<file path="src/hdl/local_bus_consts.vh">
// constants for the local bus master: pin levels, lane codes, address spaces, timing
// assumes inclusion by local_bus_master.v and sync_fifo.v
`ifndef LOCAL_BUS_CONSTS_VH
`define LOCAL_BUS_CONSTS_VH
`define LANES_NONE      4'hf
`define LANES_RESET     4'h0
`define ADDR_RESET      30'h3fffffff
`define DATA_ZERO       32'h00000000
`define IO_ADDR_MASK    32'h0000ffff
`define COPRO_IO_BASE   32'h800000f8
`define MIN_STATES      2'h2
`define OP_BYTE         2'h0
`define OP_WORD         2'h1
`define OP_DWORD        2'h3
`define SPACE_MEM       2'h0
`define SPACE_IO        2'h1
`define SPACE_COPRO     2'h2
`define FIFO_WIDTH      71
`define FIFO_DEPTH      16
`define FIFO_AW         4
`define FLD_WDATA       32
`define FLD_SIZE        64
`define FLD_SPACE       66
`define FLD_WRITE       68
`define FLD_DCYC        69
`define FLD_LOCK        70
`define HI_DWORD_SHIFT  7'h20
`endif

</file>
<file path="src/hdl/local_bus_master.v">
// local bus master: turns queued operand requests into bus cycles
// assumes slave inputs synchronous to clk; clk is the processor clock derived from
// the double-rate clock, so one bus state equals one clk period
`timescale 1ns/10ps
`include "local_bus_consts.vh"
module local_bus_master (
  input  wire        clk,
  input  wire        rst,
  input  wire        ce,
  input  wire [31:0] req_addr,
  input  wire [1:0]  req_size,
  input  wire [1:0]  req_space,
  input  wire        req_write,
  input  wire        req_data_cycle,
  input  wire        req_lock,
  input  wire [31:0] req_wdata,
  input  wire        req_valid,
  output wire        req_ready,
  output reg  [31:0] rsp_rdata,
  output reg         rsp_valid,
  input  wire        hold_req,
  output reg         bus_grant_ack,
  input  wire        ready_n,
  input  wire        next_address_req_n,
  input  wire        narrow_bus_size_n,
  output reg  [29:0] dword_address,
  output reg         dword_address_oe_n,
  output reg  [3:0]  byte_lane_selects_n,
  output reg         byte_lane_selects_oe_n,
  output reg         write_read,
  output reg         data_control,
  output reg         memory_io,
  output reg         lock_n,
  output reg         address_strobe_n,
  output reg         ctrl_oe_n,
  output reg  [31:0] data_bus_out,
  output reg         data_bus_oe_n,
  input  wire [31:0] data_bus_in
);
  ////////////////////////////////////////////////////////////////////////////////
  localparam S_IDLE = 2'h0;
  localparam S_T1   = 2'h1;
  localparam S_T2   = 2'h2;
  localparam S_HOLD = 2'h3;

  // contiguous lane mask for a piece starting at byte offset, clipped at dword end
  function [3:0] lane_mask;
    input [1:0] off;
    input [2:0] len;
    reg   [6:0] wide;
    begin
      wide = 7'h0;
      wide = ({3'h0, 4'hf} >> (3'h4 - len)) << off;
      lane_mask = wide[3:0];
    end
  endfunction

  function [2:0] lane_count;
    input [3:0] m;
    begin
      lane_count = {2'h0, m[0]} + {2'h0, m[1]} + {2'h0, m[2]} + {2'h0, m[3]};
    end
  endfunction

  wire [`FIFO_WIDTH-1:0] fifo_out;
  wire        fifo_valid;
  reg         fifo_pop;
  sync_fifo #(.WIDTH(`FIFO_WIDTH), .DEPTH(`FIFO_DEPTH), .AW(`FIFO_AW)) i_sync_fifo (
    .clk       (clk),
    .rst       (rst),
    .ce        (ce),
    .in_data   ({req_lock, req_data_cycle, req_write, req_space, req_size,
                 req_wdata, req_addr}),
    .in_valid  (req_valid),
    .in_ready  (req_ready),
    .out_data  (fifo_out),
    .out_valid (fifo_valid),
    .out_ready (fifo_pop)
  );

  ////////////////////////////////////////////////////////////////////////////////
  reg  [1:0]  state;
  reg  [31:0] cur_addr;
  reg  [2:0]  left;
  reg  [63:0] wbuf;
  reg  [63:0] rbuf;
  reg  [3:0]  cur_mask;

  wire [31:0] f_addr  = fifo_out[`FLD_WDATA-1:0];
  wire [31:0] f_wdata = fifo_out[`FLD_WDATA +: 32];
  wire [1:0]  f_size  = fifo_out[`FLD_SIZE +: 2];
  wire [1:0]  f_space = fifo_out[`FLD_SPACE +: 2];
  wire        f_write = fifo_out[`FLD_WRITE];
  wire        f_dcyc  = fifo_out[`FLD_DCYC];
  wire        f_lock  = fifo_out[`FLD_LOCK];
  wire [2:0]  f_len   = {1'b0, f_size} + 3'h1;

  // space mapping of the address put on the bus
  reg  [31:0] bus_addr;
  always @* begin
    case (f_space)
      `SPACE_IO:    bus_addr = f_addr & `IO_ADDR_MASK;
      `SPACE_COPRO: bus_addr = `COPRO_IO_BASE | {29'h0, f_addr[2:0]};
      default:      bus_addr = f_addr;
    endcase
  end
  // operand rotated onto its lanes; upper half feeds the first piece
  wire [63:0] wide_wdata = {f_wdata, f_wdata} << {bus_addr[1:0], 3'h0};

  // highest-order piece goes first; mask of the last dword touched
  wire [32:0] end_addr = {1'b0, bus_addr} + {30'h0, f_len} - 33'h1;
  wire        split    = (end_addr[31:2] != bus_addr[31:2]);
  wire [3:0]  hi_mask  = lane_mask(2'h0, {1'b0, end_addr[1:0]} + 3'h1);
  wire [3:0]  one_mask = lane_mask(bus_addr[1:0], f_len);
  reg  [3:0]  last_mask;
  reg  [2:0]  last_cnt;
  always @* begin
    last_mask = hi_mask;
    last_cnt  = lane_count(hi_mask);
    if (cur_addr[1:0] != 2'h0) begin
      last_mask = lane_mask(cur_addr[1:0], left);
      last_cnt  = left;
    end
  end

  // read lanes of the current piece, placed by dword, then aligned to the operand
  wire [31:0] lane_data = data_bus_in & {{8{cur_mask[3]}}, {8{cur_mask[2]}},
                                         {8{cur_mask[1]}}, {8{cur_mask[0]}}};
  wire [63:0] piece     = {32'h0, lane_data} <<
                          ((dword_address == cur_addr[31:2]) ? 7'h0 : `HI_DWORD_SHIFT);
  wire [63:0] whole     = (rbuf | piece) >> {cur_addr[1:0], 3'h0};

  always @* begin
    fifo_pop = (state == S_IDLE) & fifo_valid & ~hold_req & ce;
  end

  ////////////////////////////////////////////////////////////////////////////////
  always @(posedge clk) begin
    if (rst) begin
      state                  <= S_IDLE;
      bus_grant_ack          <= 1'b0;
      address_strobe_n       <= 1'b1;
      byte_lane_selects_n    <= `LANES_RESET;
      dword_address          <= `ADDR_RESET;
      write_read             <= 1'b0;
      data_control           <= 1'b1;
      memory_io              <= 1'b0;
      lock_n                 <= 1'b1;
      data_bus_out           <= `DATA_ZERO;
      data_bus_oe_n          <= 1'b1;
      dword_address_oe_n     <= 1'b0;
      byte_lane_selects_oe_n <= 1'b0;
      ctrl_oe_n              <= 1'b0;
      rsp_rdata              <= `DATA_ZERO;
      rsp_valid              <= 1'b0;
      cur_addr               <= `DATA_ZERO;
      left                   <= 3'h0;
      wbuf                   <= 64'h0;
      rbuf                   <= 64'h0;
      cur_mask               <= `LANES_NONE;
    end else if (ce) begin
      rsp_valid <= 1'b0;
      case (state)
        S_IDLE: begin
          address_strobe_n <= 1'b1;
          data_bus_oe_n    <= 1'b1;
          if (hold_req) begin
            state                  <= S_HOLD;
            bus_grant_ack          <= 1'b1;
            dword_address_oe_n     <= 1'b1;
            byte_lane_selects_oe_n <= 1'b1;
            ctrl_oe_n              <= 1'b1;
          end else if (fifo_valid) begin
            state            <= S_T1;
            address_strobe_n <= 1'b0;
            write_read       <= f_write;
            data_control     <= f_dcyc;
            memory_io        <= (f_space == `SPACE_MEM);
            lock_n           <= ~f_lock;
            wbuf             <= wide_wdata;
            rbuf             <= 64'h0;
            cur_addr         <= bus_addr;
            if (split) begin
              dword_address       <= end_addr[31:2];
              byte_lane_selects_n <= ~hi_mask;
              cur_mask            <= hi_mask;
              left                <= f_len - lane_count(hi_mask);
            end else begin
              dword_address       <= bus_addr[31:2];
              byte_lane_selects_n <= ~one_mask;
              cur_mask            <= one_mask;
              left                <= 3'h0;
            end
            data_bus_out  <= wide_wdata[63:32];
            data_bus_oe_n <= ~f_write;
          end
        end
        S_T1: begin
          address_strobe_n <= 1'b1;
          state            <= S_T2;
        end
        S_T2: begin
          if (!ready_n) begin
            rbuf <= rbuf | piece;
            if (left != 3'h0) begin
              state               <= S_T1;
              address_strobe_n    <= 1'b0;
              dword_address       <= cur_addr[31:2];
              byte_lane_selects_n <= ~last_mask;
              cur_mask            <= last_mask;
              left                <= left - last_cnt;
              data_bus_out        <= wbuf[31:0];
            end else begin
              state         <= S_IDLE;
              data_bus_oe_n <= 1'b1;
              lock_n        <= 1'b1;
              rsp_valid     <= ~write_read;
              rsp_rdata     <= whole[31:0];
            end
          end
        end
        S_HOLD: begin
          if (!hold_req) begin
            state                  <= S_IDLE;
            bus_grant_ack          <= 1'b0;
            dword_address_oe_n     <= 1'b0;
            byte_lane_selects_oe_n <= 1'b0;
            ctrl_oe_n              <= 1'b0;
          end
        end
        default: state <= S_IDLE;
      endcase
    end
  end
endmodule // local_bus_master

</file>
<file path="src/hdl/sync_fifo.v">
// parameterised synchronous fifo with valid/ready on both sides
// assumes one clock, synchronous active-high reset and a clock enable
`timescale 1ns/10ps
`include "local_bus_consts.vh"
module sync_fifo #(
  parameter WIDTH = `FIFO_WIDTH,
  parameter DEPTH = `FIFO_DEPTH,
  parameter AW    = `FIFO_AW
) (
  input  wire             clk,
  input  wire             rst,
  input  wire             ce,
  input  wire [WIDTH-1:0] in_data,
  input  wire             in_valid,
  output wire             in_ready,
  output wire [WIDTH-1:0] out_data,
  output wire             out_valid,
  input  wire             out_ready
);
  reg [WIDTH-1:0] mem [0:DEPTH-1];
  reg [AW-1:0]    wr_ptr;
  reg [AW-1:0]    rd_ptr;
  reg [AW:0]      count;
  wire            push;
  wire            pop;
  assign in_ready  = (count != DEPTH[AW:0]);
  assign out_valid = (count != {(AW+1){1'b0}});
  assign out_data  = mem[rd_ptr];
  assign push      = ce & in_valid & in_ready;
  assign pop       = ce & out_valid & out_ready;
  always @(posedge clk) begin
    if (push) begin
      mem[wr_ptr] <= in_data;
    end
  end
  always @(posedge clk) begin
    if (rst) begin
      wr_ptr <= {AW{1'b0}};
      rd_ptr <= {AW{1'b0}};
      count  <= {(AW+1){1'b0}};
    end else begin
      if (push) begin
        wr_ptr <= wr_ptr + 1'b1;
      end
      if (pop) begin
        rd_ptr <= rd_ptr + 1'b1;
      end
      if (push & ~pop) begin
        count <= count + 1'b1;
      end else if (pop & ~push) begin
        count <= count - 1'b1;
      end
    end
  end
endmodule // sync_fifo

</file>
<file path="config.mk">
export PLATFORM = sky130hd
export DESIGN_NAME = local_bus_master
export DESIGN_NICKNAME = d
export VERILOG_FILES = /design/src/hdl/local_bus_master.v /design/src/hdl/sync_fifo.v
export VERILOG_INCLUDE_DIRS = /design/src /design/src/hdl
export SDC_FILE = /design/constraint.sdc
export NUM_CORES = 2
export LEC_CHECK = 0
export BUFFER_PORTS_ARGS = -buffer_cell sky130_fd_sc_hd__buf_2
export CAP_MARGIN = 20
export CORE_ASPECT_RATIO = 0.7
export CORE_MARGIN = 2
export CORE_UTILIZATION = 40
export CTS_BUF_LIST = sky130_fd_sc_hd__clkbuf_4 sky130_fd_sc_hd__clkbuf_8
export DETAILED_ROUTE_END_ITERATION = 6
export GPL_TIMING_DRIVEN = 0
export HOLD_SLACK_MARGIN = 0.15
export PLACE_DENSITY_LB_ADDON = 0.25
export SETUP_SLACK_MARGIN = 0.15
export SYNTH_ARGS = -nofsm -noshare
export SYNTH_HDL_FRONTEND = slang
export SYNTH_HIERARCHICAL = 1
export SYNTH_SLANG_ARGS = --single-unit
export TNS_END_PERCENT = 5
</file>
<file path="constraint.sdc">
create_clock -name clk -period 10.5 [get_ports clk]
set_input_delay 2.1 -clock clk [delete_from_list [all_inputs] [get_ports clk]]
set_output_delay 2.1 -clock clk [all_outputs]
set_load 0.02 [all_outputs]
</file>
==> results.yml <==
clocking:
  ctsRootBufferMaster: "clkbuf_8"
  holdBufCountCts: 0
  cts_resized: 0
  clk_path_buf_depth: 3
  post-cts-setup-buffers: 0
  clk_pin_slew_ps: 60
  htree_num_levels: 4
  cts_buffers: 203
  cts_tree: "built"
  clkSinkCount: 1388
  clkLatencyLatePin_ps: 930
detailed_routing:
  vias: 36600
  first_iter_violations: 4897
  wl_per_cell_um: 28.5
  wl_um: 177000
  ant_nets: 0
  remaining_drc_errors: 0
  drt-pass1-iter-count: 6
  viasPerCell: 5.89
logic_synthesis:
  syn-cell-area_sq_mm: 0.0578
  async_reset_ff_share_pct: 0
  yosysWarnings: 6
  avgSynthCellArea_sq_um: 15.6
  synthAdderAreaFrac_pct: 1.03
  synth_xor_area_share_pct: 1.28
  muxShareOfSynthArea_pct: 13.0
  synth_edf_count: 1136
  synth_top_family_by_area: "multiplexers"
  yosysSeqAreaShare_pct: 67.7
  synth_top_area_share_pct: 59.0
  synth-simple-area-share_pct: 5.95
  synth_cell_types: 94
  ys.flop_type: "edfxtp_1"
  syn_inst: 3698
  synth_compound_area_share_pct: 8.53
  synth_top_area_cell: "edfxtp_1"
  ys_ff_latch: 1388
  synth_nets: 3855
  synthTopCellsByArea: "edfxtp_1 (59%), mux4_2 (11%), dfxtp_1 (8.7%)"
layout:
  drive_above_1_share_pct: 22.6
  num-fill-cells: 12500
  post-route-util_pct: 46.2
  multiInputGateArea_sq_mm: 0.0173
  register_area_sq_mm: 0.0392
  fin_nets: 4307
  area_delta_synth_final_pct: 14.5
power:
  pwr-share-comb_pct: 15.5
  power_density_mw_per_mm2: 192
  switchingPower_mw: 3.57
  switching_share_pct: 28.1
  seqPwrFrac_pct: 48.7
  p_total_mw: 12.7
  p_leak_nw: 21.4
  clockPowerShare_pct: 35.8
  ir_drop_mv: 0.131
  p_int_mw: 9.13
job:
  cap_violations: 0
setup_path:
  cp-start-kind: "flip-flop"
  cp_max_fo: 10
  cp.arrival_ps: 10070
  path_class: "flip-flop to flip-flop"
  critPathCaptureType: "flip-flop"
  cp_data_required_time_ps: 11290
status:
  status: "completed"
timing:
  setup_viol: 0
  slew_violations: 0
  finalCritPeriodShare_pct: 88.4
  tightest_slew_ps: 1120
  skew_ps: 51.2
  finalHoldViolCount: 0
  rsz0062_at_grt: "no"
  finalHoldWorstSlack_ps: 458
  finalCriticalPeriod_ps: 9290
  fin_tns_setup_ps: 0
  max-slew-margin-rel_pct: 25.1
  fmaxAchievable_ghz: 0.108
floorplan:
  die_y_um: 322
  initial_core_util_pct: 40.4
  fp.dieArea_sq_mm: 0.148
  fp.dieW_um: 458
  num_rows: 116
  core_sq_mm: 0.143
  ios: 221
place:
  dp_hpwl_um: 121000
  gp_congestion: 0.972
  portBuffers: 217
grt:
  grt_pass1_wl_um: 253000
  first_global_vias: 35300
  grtUsageTotal_pct: 23.7
  antenna_found_initial: 29
  grt_max_degree: 45
  grt-ovfl-total: 0
min_path:
  min_path_type: "flip-flop to flip-flop"
critical path, stage by stage, from the launching register on:
cell,delay (ps)
dfxtp_1,330
buf_2,270
buf_2,520
buf_1,700
mux4_2,420
a22oi_1,230
nand2_1,160
inv_1,110
ha_1,290
buf_2,280
buf_1,410
clkbuf_1,410
clkbuf_1,470
clkbuf_1,420
nor2_1,170
ha_1,310
clkbuf_1,330
o31ai_1,180
nor3_1,590
o311ai_0,300
nand2_1,320
a21oi_1,180
xnor2_1,380
o2111ai_4,300
nor3_4,300
mux2_2,400
a221o_1,320
registers in the layout (all words and copies together), names as in the netlist, 5 cells and up, named ones only:
name	cells
i_sync_fifo/mem	1136
rbuf	56
cur_addr	32
data_bus_out	32
rsp_rdata	32
wbuf	32
dword_address	30
i_sync_fifo/count	5
logic make-up after synthesis:
group,count (synthesis)
adder cells (fa/ha/maj),46
XOR/XNOR,79
AO/OA/AOI/OAI,693
flip-flops,1388
AND/OR/NAND/NOR,775
multiplexers,385
buffers and inverters,332
final timing paths:
check / startpoint / to / slack (ps) / depth (start not counted)
setup reg to reg: flip-flop / byte_lane_selects_n[2]$_SDFFE_PP0P_ / 1210 / 26
hold / removal: wbuf[4]$_SDFFE_PP0P_ / wbuf[4]$_SDFFE_PP0P_ / 460 / 2
setup / recovery: flip-flop / byte_lane_selects_n[2]$_SDFFE_PP0P_ / 1210 / 26
hold reg to reg: wbuf[4]$_SDFFE_PP0P_ / wbuf[4]$_SDFFE_PP0P_ / 460 / 2
cells in the mapped netlist (43+ instances only):
cell type	count
o21ai_0	74
a21oi_1	127
a32oi_1	50
ha_1	43
nand2_1	298
mux2i_1	80
a211oi_1	60
dfxtp_1	252
xnor2_1	52
nor2_1	240
clkbuf_1	181
nor3_1	59
a31oi_1	54
edfxtp_1	1136
mux4_2	292
a22oi_1	152
inv_1	55
layer usage:
layer  vias up  wire [um]  GRT usage [%]
met5         -         40              0
met4         6       4400           6.70
met3       244      18100           5.74
met2      1915      76600           34.3
met1     18800      78200           35.6
li1      15600          -              -
final cells by class:
class	instances	area share, %
Multi-Input combinational cell	1978	26.1
Clock buffer	282	5.19
Sequential cell	1388	59.1
Timing Repair Buffer	247	2.63
Clock inverter	90	1.14
Inverter	57	0.323
Buffer	275	1.84
Antenna cell	8	0.0302
Tap cell	1888	3.57
stage by stage:
step	setup slack [ps]	std cells	area (sq um)
2_1_floorplan	4340	3698	57800
6_report	1210	6213	66200
3_3_place_gp	77.5	5803	61300
3_5_place_dp	1490	5832	62000
4_1_cts	1370	6204	66200
5_1_grt	685	6211	66200
power by group through the flow:
stage | registers (mW) | clock network (mW) | logic [mW]
3_5_place_dp | 6.30 | 0 | 1.93
2_1_floorplan | 6.37 | 0 | 1.13
5_1_grt | 6.20 | 4.85 | 2.11
6_report | 6.19 | 4.54 | 1.97
3_3_place_gp | 6.31 | 0 | 1.91
4_1_cts | 6.19 | 4.63 | 1.94
cells in the final DEF, fill, tap and decap left out, drive strengths merged, types with 62 or more instances in the layout:
cell type | Yosys | layout
nor2 | 244 | 244
nand2 | 298 | 298
mux4 | 292 | 292
inv | 56 | 66
a21oi | 129 | 129
edfxtp | 1136 | 1136
a22oi | 152 | 152
buf | 94 | 340
mux2i | 81 | 81
clkinv | 1 | 68
o21ai | 80 | 80
dfxtp | 252 | 252
clkbuf | 181 | 463
a211oi | 62 | 62
Power figures use the tool's default switching activity.
